<file path="src/core/cpmd_pkg.sv">
/*
 * Shared constants for the control pin mode decoder: pin codes, pin indices,
 * mode encodings, register offsets, field positions and reset values.
 * Assumes nothing of its surroundings; used by every design file of the block.
 */

// ***********************************************
// Control pin mode decoder package
// ***********************************************
package cpmd_pkg;

   // Three-level pin code as {float, level}; a floating pin ignores level
   localparam logic [1:0] PIN_LOW = 2'h0;
   localparam logic [1:0] PIN_HIGH = 2'h1;
   localparam logic [1:0] PIN_FLOAT = 2'h2;
   localparam int PIN_FLOAT_BIT = 1;
   localparam int PIN_LEVEL_BIT = 0;

   // Index of each control pin inside the pin vectors
   localparam int PIN_MODE = 0;
   localparam int PIN_SWING = 1;
   localparam int PIN_EDGE = 2;
   localparam int PIN_CAL = 3;
   localparam int NUM_PINS = 4;

   // Operating mode, one-hot
   typedef enum logic [1:0] {
      CPMD_MODE_PIN = 2'h1,
      CPMD_MODE_EXT = 2'h2
   } cpmd_mode_t;

   // APB register byte offsets
   localparam int ADDR_WIDTH = 8;
   localparam logic [7:0] ADDR_EXT_CFG = 8'h00;
   localparam logic [7:0] ADDR_STATUS = 8'h04;

   // Extended configuration register fields
   localparam int CFG_WIDTH = 6;
   localparam int CFG_RANGE_BIT = 0;
   localparam int CFG_SWING_BIT = 1;
   localparam int CFG_EDGE_BIT = 2;
   localparam int CFG_DDR_BIT = 3;
   localparam int CFG_CAL_BIT = 4;
   localparam int CFG_DES_BIT = 5;
   localparam logic [5:0] CFG_RESET = 6'h00;

   // Status register fields: four pin codes, then mode and swing fault
   localparam int STAT_CODES_LSB = 0;
   localparam int STAT_EXT_BIT = 8;
   localparam int STAT_SWING_FAULT_BIT = 9;

   // Synchroniser stage reset value
   localparam logic [1:0] SYNC_RESET = 2'h0;

endpackage : cpmd_pkg

</file>
<file path="src/core/cpmd_decoder.sv">
/*
 * Control pin mode decoder: reads the four three-level control pins, picks
 * pin-strapped or extended serial control, and drives the resulting settings.
 * Assumes pad sensors give a level and a float bit per pin, synchronous
 * inputs in the core clock domain, and an APB master on the register port.
 */
`timescale 1ns/1ps

// ***********************************************
// Control pin mode decoder
// ***********************************************
module cpmd_decoder (
   // Clock and reset
   input wire logic core_clk_in,
   input wire logic arst_n_in,
   // Three-level control pins, level and float from the pad sensors
   input wire logic mode_range_level_in,
   input wire logic mode_range_float_in,
   input wire logic output_swing_level_in,
   input wire logic output_swing_float_in,
   input wire logic output_edge_select_level_in,
   input wire logic output_edge_select_float_in,
   input wire logic calibration_delay_select_level_in,
   input wire logic calibration_delay_select_float_in,
   // APB slave
   input wire logic psel_in,
   input wire logic penable_in,
   input wire logic pwrite_in,
   input wire logic [7:0] paddr_in,
   input wire logic [31:0] pwdata_in,
   output logic pready_out,
   output logic [31:0] prdata_out,
   output logic pslverr_out,
   // Decoded configuration to the datapath
   output logic ext_mode_out,
   output logic range_870_out,
   output logic swing_high_out,
   output logic data_edge_pos_out,
   output logic ddr_out,
   output logic cal_delay_long_out,
   output logic dual_edge_out,
   // Serial interface inputs routed from the shared pins
   output logic serial_enable_out,
   output logic serial_clock_out,
   output logic serial_data_input_out,
   output logic serial_select_input_out
);

   // ***********************************************
   // State and helpers
   // ***********************************************

   // All state of the decoder
   typedef struct packed {
      cpmd_pkg::cpmd_mode_t mode;
      logic range_870;
      logic swing_high;
      logic edge_pos;
      logic ddr;
      logic cal_long;
      logic des;
      logic serial_en;
      logic sclk;
      logic serial_data_input;
      logic ssel;
      logic [5:0] ext_cfg;
      logic pready;
      logic pslverr;
      logic [31:0] prdata;
   } cpmd_state_t;

   cpmd_state_t st;
   cpmd_state_t next_st;

   // Synchronised pin codes {float, level}
   logic [1:0] code [cpmd_pkg::NUM_PINS];
   // Raw pad bits gathered for the generate loop
   logic [3:0] pin_level;
   logic [3:0] pin_float;
   // APB phase decode
   logic apb_setup;
   logic apb_access;

   // A pin reads high only when it is driven, never when floating
   function automatic logic pin_is_high(input logic [1:0] c);
      pin_is_high = !c[cpmd_pkg::PIN_FLOAT_BIT] && c[cpmd_pkg::PIN_LEVEL_BIT];
   endfunction : pin_is_high

   // Floating test, used by all four pins; the swing pin only for the status fault bit
   function automatic logic pin_is_float(input logic [1:0] c);
      pin_is_float = c[cpmd_pkg::PIN_FLOAT_BIT];
   endfunction : pin_is_float

   assign pin_level = {calibration_delay_select_level_in, output_edge_select_level_in,
                       output_swing_level_in, mode_range_level_in};
   assign pin_float = {calibration_delay_select_float_in, output_edge_select_float_in,
                       output_swing_float_in, mode_range_float_in};

   // ***********************************************
   // Pin synchronisers
   // ***********************************************

   // One synchroniser per pin; decode only sees the second stage
   generate
      for (genvar i = 0; i < cpmd_pkg::NUM_PINS; i++) begin : g_sync
         cpmd_pin_sync u_sync (
            .core_clk_in(core_clk_in),
            .arst_n_in(arst_n_in),
            .level_in(pin_level[i]),
            .float_in(pin_float[i]),
            .code_out(code[i])
         );
      end
   endgenerate

   // ***********************************************
   // Next-state logic
   // ***********************************************

   assign apb_setup = psel_in && !penable_in;
   assign apb_access = psel_in && penable_in && st.pready;

   // Decode of pins and register access
   always_comb begin
      next_st = st;
      if (pin_is_float(code[cpmd_pkg::PIN_MODE])) begin
         // Extended mode: settings come from the extended configuration
         next_st.mode = cpmd_pkg::CPMD_MODE_EXT;
         next_st.range_870 = st.ext_cfg[cpmd_pkg::CFG_RANGE_BIT];
         next_st.swing_high = st.ext_cfg[cpmd_pkg::CFG_SWING_BIT];
         next_st.edge_pos = st.ext_cfg[cpmd_pkg::CFG_EDGE_BIT];
         next_st.ddr = st.ext_cfg[cpmd_pkg::CFG_DDR_BIT];
         next_st.cal_long = st.ext_cfg[cpmd_pkg::CFG_CAL_BIT];
         next_st.des = st.ext_cfg[cpmd_pkg::CFG_DES_BIT];
         // Shared pins carry the host's serial signals
         next_st.serial_en = 1'b1;
         next_st.sclk = code[cpmd_pkg::PIN_SWING][cpmd_pkg::PIN_LEVEL_BIT];
         next_st.serial_data_input = code[cpmd_pkg::PIN_EDGE][cpmd_pkg::PIN_LEVEL_BIT];
         next_st.ssel = code[cpmd_pkg::PIN_CAL][cpmd_pkg::PIN_LEVEL_BIT];
      end else begin
         // Pin-strapped mode: every setting from the pin codes, ddr and des from the float bits
         next_st.mode = cpmd_pkg::CPMD_MODE_PIN;
         next_st.range_870 = pin_is_high(code[cpmd_pkg::PIN_MODE]);
         // A floating swing pin is not allowed here; it falls back to low
         next_st.swing_high = pin_is_high(code[cpmd_pkg::PIN_SWING]);
         next_st.edge_pos = pin_is_high(code[cpmd_pkg::PIN_EDGE]);
         next_st.ddr = pin_is_float(code[cpmd_pkg::PIN_EDGE]);
         next_st.cal_long = pin_is_high(code[cpmd_pkg::PIN_CAL]);
         next_st.des = pin_is_float(code[cpmd_pkg::PIN_CAL]);
         // Serial port held idle and deselected
         next_st.serial_en = 1'b0;
         next_st.sclk = 1'b0;
         next_st.serial_data_input = 1'b0;
         next_st.ssel = 1'b1;
      end

      // APB: answer one cycle after setup, zero wait in access
      next_st.pready = 1'b0;
      next_st.pslverr = 1'b0;
      if (apb_setup) begin
         next_st.pready = 1'b1;
         if (paddr_in == cpmd_pkg::ADDR_EXT_CFG) begin
            next_st.prdata = {26'h00_0000, st.ext_cfg};
         end else if (paddr_in == cpmd_pkg::ADDR_STATUS) begin
            next_st.prdata = '0;
            for (int i = 0; i < cpmd_pkg::NUM_PINS; i++) begin
               next_st.prdata[cpmd_pkg::STAT_CODES_LSB + 2 * i +: 2] = code[i];
            end
            next_st.prdata[cpmd_pkg::STAT_EXT_BIT] = st.mode[1];
            next_st.prdata[cpmd_pkg::STAT_SWING_FAULT_BIT] =
               !st.mode[1] && pin_is_float(code[cpmd_pkg::PIN_SWING]);
         end else begin
            // Unmapped: read zero and flag an error
            next_st.prdata = '0;
            next_st.pslverr = 1'b1;
         end
      end else if (apb_access) begin
         // Write lands at the completing edge only
         if (pwrite_in && paddr_in == cpmd_pkg::ADDR_EXT_CFG) begin
            next_st.ext_cfg = pwdata_in[5:0];
         end
      end
   end

   // State register
   always_ff @(posedge core_clk_in or negedge arst_n_in) begin
      if (!arst_n_in) begin
         st <= '0;
         st.mode <= cpmd_pkg::CPMD_MODE_PIN;
         st.ssel <= 1'b1;
         st.ext_cfg <= cpmd_pkg::CFG_RESET;
      end else begin
         st <= next_st;
      end
   end

   // ***********************************************
   // Outputs, straight from the state register
   // ***********************************************
   assign pready_out = st.pready;
   assign prdata_out = st.prdata;
   assign pslverr_out = st.pslverr;
   assign ext_mode_out = st.mode[1];
   assign range_870_out = st.range_870;
   assign swing_high_out = st.swing_high;
   assign data_edge_pos_out = st.edge_pos;
   assign ddr_out = st.ddr;
   assign cal_delay_long_out = st.cal_long;
   assign dual_edge_out = st.des;
   assign serial_enable_out = st.serial_en;
   assign serial_clock_out = st.sclk;
   assign serial_data_input_out = st.serial_data_input;
   assign serial_select_input_out = st.ssel;
endmodule : cpmd_decoder

</file>
<file path="src/core/cpmd_pin_sync.sv">
/*
 * Two-stage synchroniser for one three-level control pin.
 * Assumes the pad sensor gives a level bit and a float bit for the pin.
 */
`timescale 1ns/1ps

// ***********************************************
// Three-level pin synchroniser
// ***********************************************
module cpmd_pin_sync (
   // Clock and reset
   input wire logic core_clk_in,
   input wire logic arst_n_in,
   // Pad sensor
   input wire logic level_in,
   input wire logic float_in,
   // Synchronised code {float, level}
   output logic [1:0] code_out
);

   // All synchroniser state
   typedef struct packed {
      logic [1:0] stage1;
      logic [1:0] stage2;
   } cpmd_sync_t;

   cpmd_sync_t st;
   cpmd_sync_t next_st;

   // First stage is read only by the second, never decoded
   always_comb begin
      next_st = st;
      next_st.stage1 = {float_in, level_in};
      next_st.stage2 = st.stage1;
   end

   // State register
   always_ff @(posedge core_clk_in or negedge arst_n_in) begin
      if (!arst_n_in) begin
         st <= {cpmd_pkg::SYNC_RESET, cpmd_pkg::SYNC_RESET};
      end else begin
         st <= next_st;
      end
   end

   assign code_out = st.stage2;

endmodule : cpmd_pin_sync

</file>
<file path="config.mk">
export PLATFORM = sky130hd
export DESIGN_NAME = cpmd_decoder
export DESIGN_NICKNAME = d
export VERILOG_FILES = /design/src/core/cpmd_pkg.sv /design/src/core/cpmd_decoder.sv /design/src/core/cpmd_pin_sync.sv
export SDC_FILE = /design/constraint.sdc
export NUM_CORES = 1
export LEC_CHECK = 0
export BUFFER_PORTS_ARGS = -buffer_cell sky130_fd_sc_hd__buf_2
export CAP_MARGIN = 20
export CORE_MARGIN = 2
export CORE_UTILIZATION = 45
export DETAILED_ROUTE_END_ITERATION = 8
export PLACE_DENSITY = 0.8
export SLEW_MARGIN = 20
export SYNTH_ARGS = -nofsm -noshare
export SYNTH_HDL_FRONTEND = slang
export SYNTH_SLANG_ARGS = --single-unit
</file>
<file path="constraint.sdc">
create_clock -name core_clk_in -period 2.35 [get_ports core_clk_in]
set_input_delay 0 -clock core_clk_in [delete_from_list [all_inputs] [get_ports core_clk_in]]
set_output_delay 0 -clock core_clk_in [all_outputs]
set_load 0.05 [all_outputs]
</file>
**Word level (Yosys, flattened, before mapping)**

Index checks and enable logic that the tools add are counted.

- Flip-flop bits (word level): 68
- Bits of input ports: 53
- Output and inout bits: 45
- Word-level logic and storage cells: 48

- Equality and inequality tests: 1
- Mux-type cells: 6
- Bitwise logic cells: 1
- Reduce and logical (&&, ||, !) cells: 17

Operators by type and width:

| operator | count |
|---|---|
| 34-bit 2-to-1 mux | 1 |
| 10-bit 2-to-1 mux | 2 |
| 12-bit 2-to-1 mux | 1 |
| 1-bit logical AND | 9 |
| 8-bit by 3-bit == test with 1-bit output (second input constant) | 1 |
| 8-bit logical NOT | 1 |
| 1-bit logical NOT | 6 |
| 3-bit AND reduction | 1 |
| 1-bit 2-to-1 mux | 2 |
| 1-bit inverter | 1 |

**Logic depth before layout (Yosys ltp)**

Gate-level depths: netlist of run 1.

- Depth in word-level cells: 5
- Gate-level depth with buffers: 5
- Mapped depth without buffers: 4

**Hierarchy**

A second synthesis of run 1 with hierarchy kept.

- Cell total of the unflattened synthesis: 142
- Area total of the unflattened synthesis: 1809.2 sq um

Modules (own cells, without submodules):

| module | instances | cells each | area an instance (sq um) | seq. area each (sq um) |
|---|---|---|---|---|
| cpmd_decoder | 1 | 126 | 1408.9 | 701.9 |
| cpmd_pin_sync | 4 | 4 | 100.1 | 100.1 |

**Least setup slack after synthesis of run 1**

OpenSTA, ideal clock, no wires.

- Path kind: register -> register
- From: reg st (netlist bit pready_out)
- To: reg st[38] (netlist bit)
- Library setup time: 128 ps
- Data arrival time: 1178 ps
- Data required time: 2222 ps
- Setup slack: 1045 ps
- Cell stages (with the launch flop): 3
- Clock period less this slack: 1305 ps
- Path through: dfrtp_1 > nand4_4 > mux2_1

- Cells in the longest elaborated chain, start to end: 2

Ends and longest elaborated chain:

| what | RTL line | text |
|---|---|---|
| from (decl) | cpmd_decoder.sv:72 | `cpmd_state_t st;` |
| from (signal assigned) | cpmd_decoder.sv:193 | `st <= next_st;` |
| 1-bit logical AND | cpmd_decoder.sv:121 | `assign apb_access = psel_in && penable_in && st.pready;` |
| 3-bit AND reduction (no source line) | -- |  |

No other way between the ends.
A chain may end at the register's enable or synchronous reset.

==> impl_metrics.py, run 1 <==
metrics = {
    "setup_path": {
        "path_buf_inv": 0,
        "endpoint_kind": "flop",
        "critPathRequiredTime_ns": 2.52,
        "cp_max_fo": 14,
        "critPathLaunchType": "flop",
        "cp_slowest_stage_delay_ns": 0.60,
        "critPathTopFamily": "flip-flops",
        "crit_type": "flop to flop",
        "cp_slowest_cell": "dfrtp_1",
        "crit_chain": "mux2_2",
        "arrival_ns": 1.26,
    },
    "hold_path": {
        "min_path_type": "input port to flop",
    },
    "cts": {
        "path_clk_slew_ns": 0.07,
        "cts_buffers": 5,
        "root_buffer": "clkbuf_8",
        "cts_num_sinks": 44,
        "cts_tree": "done",
        "clock_path_buffers": 2,
        "postCtsSetupBuffers": 0,
        "cts_max_level": 2,
        "clock_latency_ns": 0.29,
    },
    "power_and_ir_drop": {
        "power_leakage_nw": 1.13,
        "power_density_nw_per_um2": 680,
        "peakVddDrop_uv": 387,
    },
    "placed_design": {
        "dp.cells": 225,
        "io_buffers": 49,
        "dp_slack_ns": 1.09,
        "gp_congestion": 0.719,
    },
    "routing": {
        "drt_wl_total_um": 2750,
        "wl_per_cell_um": 11.1,
        "drt-vias-per-instance": 4.29,
        "drtIter0Drc": 60,
        "drc": 0,
        "num_vias": 1065,
        "drt_pass1_iterations": 3,
        "drtAntennaViolNets": 0,
    },
    "synth": {
        "synthTopCellsByArea": "dfrtp_1 59%, buf_4 14%, mux2_2 5.0%",
        "yosys_warnings": 0,
        "synth_seq_area_share_pct": 60.9,
        "syn_area_um2": 1810,
        "synth_edf_count": 0,
        "synth_top_cells_by_count": "43 x dfrtp_1, 33 x buf_4, 17 x nand2_1",
        "synth_simple_gate_area_share_pct": 10.1,
        "avgSynthCellArea_um2": 12.7,
        "synth_seq_cells": 44,
        "ys_types": 22,
        "yosys.area_share.xor_xnor_pct": 0,
        "synth_top_family_by_area": "buffers and inverters",
        "synth_compound_area_share_pct": 4.70,
        "synth.largest_area_cell": "dfrtp_1",
        "synth_top_cell_area_share_pct": 59.5,
        "synth_ff_type": "dfrtp_1",
        "synth-adder-area-share_pct": 0,
        "synth.area.mux_share_pct": 8.92,
        "yosysMostFrequentCell": "dfrtp_1",
        "postSynth.asyncResetShare_pct": 100,
        "synth_cells": 142,
    },
    "sta": {
        "post-route-period-util_pct": 46.3,
        "max_slew_margin_pct": 38.3,
        "rsz0062_at_grt": "false",
        "whs_ns": 0.0312,
        "worst_slack_ns": 1.26,
        "period_needed_ns": 1.09,
        "slew_viol_final": 0,
        "clock_skew_ns": 0.00693,
        "finalSetupTns_ns": 0,
        "setup_viol": 0,
        "max_freq_mhz": 919,
        "worst-slew-pin-transition_ns": 0.926,
        "hold_viol_final": 0,
    },
    "floorplan": {
        "io_pins": 98,
        "die_h_um": 67.4,
        "die-width_um": 67.4,
        "die_area_um2": 4540,
        "core-area_um2": 3940,
        "start_util_pct": 45.9,
        "std_cell_rows": 23,
    },
    "global_routing": {
        "grt_pass1_vias": 988,
        "grt_pass1_wl_um": 4260,
        "gr-total-overflow": 0,
        "grt_max_degree": 45,
        "grt_usage_pct": 13.5,
        "antenna_found_initial": 0,
    },
    "layout": {
        "final_cells": 248,
        "syn_to_final_growth_pct": 19.7,
        "fin_nets": 250,
        "post_route_cells_drive_above_1_share_pct": 33.8,
        "antenna_cells": 0,
    },
    "job": {
        "drv_cap": 0,
    },
    "run_status": {
        "status": "complete, no violations",
    },
}
## state kept, by name, indices dropped and copies added (netlist names), 6 cells and up
| name | flops |
|---|---|
| st | 6 |
| g_sync.u_sync.code_out | 8 |
| g_sync.u_sync.next_st | 8 |
| prdata_out | 10 |
## cell usage in the layout, fill, tap and decap left out
cell type | Yosys | final
dlygate4sd3_1 | 0 | 15
mux2_1 | 1 | 1
clkbuf_1 | 3 | 2
mux2i_1 | 6 | 6
a21oi_1 | 1 | 1
dfrtp_1 | 43 | 43
nor4_4 | 1 | 1
and4b_1 | 1 | 1
and2_1 | 2 | 2
nand3_1 | 1 | 1
nor3_2 | 1 | 1
o21ai_0 | 7 | 7
nand4_4 | 1 | 1
o31ai_1 | 6 | 6
nand3b_1 | 1 | 1
dfstp_2 | 1 | 1
buf_2 | 0 | 49
nand2b_1 | 5 | 5
conb_1 | 1 | 22
clkbuf_8 | 0 | 6
nand2_1 | 17 | 17
inv_1 | 1 | 1
mux2_2 | 8 | 8
## per-stage QoR
step / instance area (µm²) / total power, mW / util (%)
after floorplan: 1890 / 0.983 / -
after global placement: 1930 / 1.00 / 48.8
after detailed placement: 1930 / 1.01 / 48.8
after CTS: 2170 / 1.49 / 54.9
after global routing: 2170 / 1.55 / 54.9
final: 2170 / 1.47 / 54.9
## layout make-up
cell class	instances	area, µm²
fillers	363	1780
flip-flops and latches	44	1100
multi-input cells	81	512
repair buffers	64	395
clock buffers	8	90.1
well taps	50	62.6
inverters	1	3.75
## worst paths after layout
path	slack (ns)	cells after the start	startpoint	endpoint
setup / recovery	1.26	1	g_sync[0].u_sync.code_out[1]$_DFF_PN0_	dual_edge_out$_DFF_PN0_
hold / removal	0.03	3	paddr_in[6]	pslverr_out$_DFF_PN0_
setup reg to reg	1.26	1	g_sync[0].u_sync.code_out[1]$_DFF_PN0_	dual_edge_out$_DFF_PN0_
hold reg to reg	0.35	0	g_sync[2].u_sync.next_st[0]$_DFF_PN0_	g_sync[2].u_sync.code_out[0]$_DFF_PN0_
max in group asynchronous	1.38	2	arst_n_in	st[39]$_DFFE_PN0P_
min in group asynchronous	0.39	2	arst_n_in	g_sync[3].u_sync.code_out[0]$_DFF_PN0_
## where the power goes
| group | leakage, nW | total, mW | switching [mW] | internal (mW) |
|---|---|---|---|---|
| Sequential | 0.563 | 0.795 | 0.0132 | 0.782 |
| Combinational | 0.517 | 0.213 | 0.161 | 0.0523 |
| Clock | 0.0455 | 0.464 | 0.225 | 0.239 |
## cell families after synthesis
| kind of cell | after synthesis |
|---|---|
| flip-flops | 44 |
| buffers and inverters | 38 |
| AND/OR/NAND/NOR | 30 |
| multiplexers | 15 |
| AO/OA/AOI/OAI | 14 |
| other | 1 |
## routing by layer
| metal | global-route usage (%) | wire length (µm) | vias up |
|---|---|---|---|
| li1 | - | - | 522 |
| met3 | 6.67 | 240 | 4 |
| met4 | 5.36 | 40 | 0 |
| met5 | 0 | 0 | - |
| met2 | 22.5 | 1290 | 44 |
| met1 | 14.8 | 1180 | 495 |
## repair_timing
action                    in CTS  in global routing
gates resized for setup        0                  0
hold endpoints to repair      57                  0
hold buffers                  15                  0
(Power assumes the default switching activity.)
==> run 2, diff against run 1 <==
--- a/config.mk
+++ b/config.mk
@@ -5,12 +5,13 @@
 export SDC_FILE = /design/constraint.sdc
 export NUM_CORES = 1
 export LEC_CHECK = 0
+export ABC_AREA = 1
 export BUFFER_PORTS_ARGS = -buffer_cell sky130_fd_sc_hd__buf_2
 export CAP_MARGIN = 20
 export CORE_MARGIN = 2
-export CORE_UTILIZATION = 45
+export CORE_UTILIZATION = 44
 export DETAILED_ROUTE_END_ITERATION = 8
-export PLACE_DENSITY = 0.8
+export PLACE_DENSITY = 0.77
 export SLEW_MARGIN = 20
 export SYNTH_ARGS = -nofsm -noshare
 export SYNTH_HDL_FRONTEND = slang
==> constraint.sdc (replaced) <==
create_clock -name core_clk_in -period 1.1 [get_ports core_clk_in]
set_input_delay 0 -clock core_clk_in [delete_from_list [all_inputs] [get_ports core_clk_in]]
set_output_delay 0 -clock core_clk_in [all_outputs]
set_load 0.05 [all_outputs]
==> impl_metrics.py, run 2 <==
metrics = {
    "layout": {
        "fin_nets": 305,
        "antenna_cells": 0,
        "final_area_um2": 2300,
        "post_route_cells_drive_above_1_share_pct": 30.8,
        "fin_util_pct": 56.7,
        "final_common_cell": "nand2_1",
        "largest_register_ffs": 10,
        "syn_to_final_growth_pct": 22.7,
        "layout_common_cells": "58 x nand2_1, 49 x buf_2, 42 x dfrtp_1",
    },
    "synth": {
        "yosys_warnings": 0,
        "synth_cells": 191,
        "synth-adder-area-share_pct": 0,
        "synth_ff_type": "dfrtp_1",
        "synth.area.mux_share_pct": 0,
        "synthTopCellsByArea": "dfrtp_1 57%, buf_4 13%, nand2_1 12%",
        "yosys.area_share.xor_xnor_pct": 0,
        "postSynth.asyncResetShare_pct": 100,
        "ys_types": 22,
        "synth_simple_gate_area_share_pct": 22.3,
        "syn_area_um2": 1880,
        "synth_top_family_by_area": "simple AND/OR/NAND/NOR gates",
        "synth_seq_area_share_pct": 58.8,
        "synth_edf_count": 0,
        "synth.largest_area_cell": "dfrtp_1",
        "avgSynthCellArea_um2": 9.82,
        "synth_compound_area_share_pct": 1.47,
        "yosysMostFrequentCell": "nand2_1",
        "synth_top_cells_by_count": "59 x nand2_1, 43 x dfrtp_1, 33 x buf_4",
        "synth_seq_cells": 44,
        "synth_top_cell_area_share_pct": 57.4,
    },
    "power_and_ir_drop": {
        "power_leakage_nw": 1.30,
        "power_frac_seq_pct": 50.2,
        "intPower_mw": 2.46,
        "power_density_nw_per_um2": 1470,
        "netSwitchingPower_uw": 916,
        "p_sw_share_pct": 27.1,
        "p_comb_share_pct": 14.2,
        "clkPwrFrac_pct": 35.6,
        "peakVddDrop_uv": 990,
    },
    "setup_path": {
        "arrival_ns": 1.05,
        "crit_chain": "buf_2",
        "critPathTopFamily": "flip-flops",
        "critPathLaunchType": "flop",
        "path_buf_inv": 1,
        "cp_slowest_stage_delay_ns": 0.51,
        "cp_max_fo": 1,
        "endpoint_kind": "output pin",
        "critPathRequiredTime_ns": 1.10,
        "crit_type": "flop to output pin",
        "cp_slowest_cell": "dfstp_2",
    },
    "placed_design": {
        "dp_hpwl_um": 2370,
        "gp_congestion": 0.824,
        "dp_slack_ns": 0.0929,
        "place_area_um2": 2040,
        "io_buffers": 49,
    },
    "routing": {
        "drt-vias-per-instance": 4.31,
        "drt_wl_total_um": 3100,
        "drtAntennaViolNets": 0,
        "drt_pass1_iterations": 5,
        "drc": 0,
        "wl_per_cell_um": 10.2,
        "drtIter0Drc": 37,
        "num_vias": 1307,
    },
    "cts": {
        "cts_num_sinks": 44,
        "postCtsSetupBuffers": 0,
        "root_buffer": "clkbuf_8",
        "cts_max_level": 2,
        "cts_buffers": 5,
        "path_clk_slew_ns": 0.08,
        "cts_tree": "done",
        "clock_latency_ns": 0.30,
        "clock_path_buffers": 2,
    },
    "global_routing": {
        "grt_pass1_vias": 1204,
        "gr-total-overflow": 0,
        "antenna_found_initial": 0,
        "grt_pass1_wl_um": 5350,
        "grt_max_degree": 19,
        "grt_usage_pct": 14.2,
    },
    "sta": {
        "rsz0062_at_grt": "false",
        "setup_viol": 0,
        "period_needed_ns": 1.05,
        "clock_skew_ns": 0.00621,
        "max_freq_mhz": 950,
        "worst_slack_ns": 0.0472,
        "post-route-period-util_pct": 95.7,
        "hold_viol_final": 0,
        "finalSetupTns_ns": 0,
        "slew_viol_final": 0,
        "whs_ns": 0.0371,
    },
    "floorplan": {
        "io_pins": 98,
        "die_h_um": 69.3,
        "die-width_um": 69.3,
        "std_cell_rows": 23,
        "start_util_pct": 46.2,
        "core-area_um2": 4060,
        "die_area_um2": 4800,
    },
    "job": {
        "drv_cap": 0,
    },
    "run_status": {
        "status": "complete, no violations",
    },
    "hold_path": {
        "min_path_type": "input port to flop",
    },
}
[run 2: worst paths after layout]
path                       depth (start not counted)                                  start                                      to  slack (ns)
max                                                1      serial_select_input_out$_DFF_PN1_                 serial_select_input_out        0.05
min in group asynchronous                          2                              arst_n_in   g_sync[2].u_sync.next_st[1]$_DFF_PN0_        0.16
min reg2reg                                        0  g_sync[0].u_sync.next_st[0]$_DFF_PN0_  g_sync[0].u_sync.code_out[0]$_DFF_PN0_        0.35
max reg2reg                                        5                   pready_out$_DFF_PN0_                      st[37]$_DFFE_PN0P_        0.09
min                                                3                             penable_in                    pready_out$_DFF_PN0_        0.04
max in group asynchronous                          3                              arst_n_in       serial_select_input_out$_DFF_PN1_        0.43
[run 2: metal layers]
metal  share of wire [%]  routed length (µm)  track usage, %  up-vias
met5                   0                   0               0        -
met4                 2.4                  75            6.97        0
met3                 7.3                 227            4.80        8
met2                  48                1500            23.1       51
met1                  42                1290            16.9      594
li1                    -                   -               -      654
[run 2: area by class of cell]
type | count | area [µm²]
Inverter | 9 | 33.8
Clock buffer | 5 | 68.8
Tap cell | 50 | 62.6
Timing Repair Buffer | 70 | 453
Multi-Input combinational cell | 122 | 537
Clock inverter | 3 | 42.5
Sequential cell | 44 | 1100
Fill cell | 361 | 1760
[run 2: power by group through the flow]
stage | sequential, mW | combinational [mW] | clock, mW
final | 1.69 | 0.481 | 1.20
after floorplan | 1.80 | 0.303 | 0
after detailed placement | 1.73 | 0.444 | 0
after CTS | 1.69 | 0.484 | 1.23
after global placement | 1.73 | 0.439 | 0
after global routing | 1.70 | 0.516 | 1.30
[run 2: through the flow]
step	std cells	power (mW)
2_1_floorplan	212	2.10
3_3_place_gp	280	2.16
3_5_place_dp	280	2.17
4_1_cts	303	3.41
5_1_grt	303	3.52
6_report	303	3.38
[run 2: cells by family (layout without fill, tap and decap cells)]
logic type             Yosys count  in the layout
DFF                             44             44
and+or+nand+nor                 96             96
AOI/OAI and AO/OA                4              4
other                            1             22
buffers and inverters           46             87
[run 2: repair_timing]
| action | CTS | global route |
|---|---|---|
| endpoints found under the hold margin | 57 | 0 |
| hold buffers | 15 | 0 |
| gates resized for setup | 0 | 0 |
==> run 3, diff against run 2 <==
--- a/config.mk
+++ b/config.mk
@@ -11,7 +11,7 @@
 export CORE_MARGIN = 2
 export CORE_UTILIZATION = 44
 export DETAILED_ROUTE_END_ITERATION = 8
-export PLACE_DENSITY = 0.77
+export PLACE_DENSITY = 0.78
 export SLEW_MARGIN = 20
 export SYNTH_ARGS = -nofsm -noshare
 export SYNTH_HDL_FRONTEND = slang
==> impl_metrics.py, run 3 (synthesis results as in run 2) <==
metrics = {
    "run_status": {
        "status": "complete, no violations",
    },
    "layout": {
        "post_route_cells_drive_above_1_share_pct": 30.2,
        "final_cells": 302,
        "largest_register_ffs": 10,
        "antenna_cells": 0,
        "syn_to_final_growth_pct": 22.1,
        "fillers": 364,
        "fin_nets": 304,
        "final_common_cell": "nand2_1",
        "layout_common_cells": "58 x nand2_1, 49 x buf_2, 42 x dfrtp_1",
    },
    "setup_path": {
        "cp_max_fo": 1,
        "cp_slowest_cell": "dfstp_2",
        "critPathRequiredTime_ns": 1.10,
        "critPathTopFamily": "flip-flops",
        "crit_chain": "buf_2",
        "cp_slowest_stage_delay_ns": 0.52,
        "endpoint_kind": "output pin",
        "crit_type": "flop to output pin",
        "reg2reg_slack_ns": 0.10,
        "path_buf_inv": 1,
        "critPathLaunchType": "flop",
        "arrival_ns": 1.06,
    },
    "floorplan": {
        "core-area_um2": 4060,
        "io_pins": 98,
        "start_util_pct": 46.2,
        "die-width_um": 69.3,
        "std_cell_rows": 23,
        "die_h_um": 69.3,
        "die_area_um2": 4800,
    },
    "cts": {
        "clock_path_buffers": 2,
        "cts_num_sinks": 44,
        "cts_buffers": 5,
        "cts_max_level": 2,
        "cts_resized": 0,
        "cts_tree": "done",
        "root_buffer": "clkbuf_8",
        "clock_latency_ns": 0.29,
        "path_clk_slew_ns": 0.08,
    },
    "routing": {
        "drt-met1-wl_um": 1400,
        "wl_met2_um": 1580,
        "drtIter0Drc": 87,
        "top_layer": "met4",
        "drt_pass1_iterations": 4,
        "drt_wl_total_um": 3220,
        "drtAntennaViolNets": 0,
        "drc": 0,
        "wl_per_cell_um": 10.7,
        "wl_met3_um": 194,
        "drt-vias-per-instance": 4.29,
        "num_vias": 1297,
    },
    "power_and_ir_drop": {
        "peakVddDrop_uv": 730,
        "power_density_nw_per_um2": 1470,
        "power_leakage_nw": 1.29,
    },
    "placed_design": {
        "dp.cells": 279,
        "io_buffers": 49,
        "dp_slack_ns": 0.108,
        "dp_hpwl_um": 2340,
        "gp_congestion": 0.754,
    },
    "sta": {
        "slew_viol_final": 0,
        "clock_skew_ns": 0.00167,
        "worst_slack_ns": 0.0443,
        "max_freq_mhz": 947,
        "hold_viol_final": 0,
        "finalSetupTns_ns": 0,
        "post-route-period-util_pct": 96.0,
        "rsz0062_at_grt": "false",
        "period_needed_ns": 1.06,
        "setup_viol": 0,
    },
    "global_routing": {
        "grt_pass1_vias": 1194,
        "antenna_found_initial": 0,
        "grt_pass1_wl_um": 5340,
        "grt_usage_pct": 14.2,
        "gr-total-overflow": 0,
        "grt_max_degree": 45,
    },
    "job": {
        "drv_cap": 0,
    },
    "hold_path": {
        "min_path_type": "input port to flop",
    },
}
[run 3: worst register-to-register path: stages, from the launching register on]
cell and delay (ns):
dfrtp_2 0.36, nand2_1 0.08, nor2_4 0.19, nand2_2 0.13
nand2_1 0.09, nand2_1 0.05
[run 3: worst paths after layout]
| path | cells after the start | end | startpoint |
|---|---|---|---|
| max | 1 | serial_select_input_out | serial_select_input_out$_DFF_PN1_ |
| min | 3 | pready_out$_DFF_PN0_ | penable_in |
| max reg2reg | 5 | st[36]$_DFFE_PN0P_ | pready_out$_DFF_PN0_ |
| min reg2reg | 0 | g_sync[1].u_sync.code_out[0]$_DFF_PN0_ | g_sync[1].u_sync.next_st[0]$_DFF_PN0_ |
| max in group asynchronous | 3 | serial_select_input_out$_DFF_PN1_ | arst_n_in |
| min in group asynchronous | 3 | serial_clock_out$_DFF_PN0_ | arst_n_in |
[run 3: report_power, final]
part           total (mW)  internal, mW  switching [mW]
logic               0.478         0.115           0.362
clock network        1.18         0.673           0.508
registers            1.70          1.67          0.0247
total                3.35          2.46           0.895
[run 3: repair_timing]
item | in CTS | in global routing
endpoints found under the hold margin | 58 | 0
buffers inserted | 0 | 0
hold buffers | 15 | 0
[run 3: routing by layer]
layer / GRT usage [%] / up-vias
met5: 0 / -
met3: 4.94 / 5
met2: 23.8 / 48
met1: 16.3 / 591
met4: 6.10 / 0
li1: - / 653
[run 3: final cells by class]
cell class / count / area (µm²) / area share, %
inverters: 9 / 33.8 / 1.48
flip-flops and latches: 44 / 1100 / 48.2
well taps: 50 / 62.6 / 2.73
repair buffers: 69 / 445 / 19.5
clock inverters: 2 / 35.0 / 1.53
multi-input cells: 122 / 537 / 23.4
clock buffers: 6 / 72.6 / 3.17
[run 3: per-stage QoR]
step / area [µm²] / power [mW] / hold slack (ns) / utilization [%]
6_report: 2290 / 3.35 / 0.0540 / 56.4
3_3_place_gp: 2030 / 2.16 / -0.0133 / 50.1
3_5_place_dp: 2030 / 2.17 / -0.00907 / 50.1
5_1_grt: 2290 / 3.49 / 0.0509 / 56.4
4_1_cts: 2290 / 3.39 / 0.0435 / 56.4
2_1_floorplan: 1960 / 2.10 / -0.296 / -
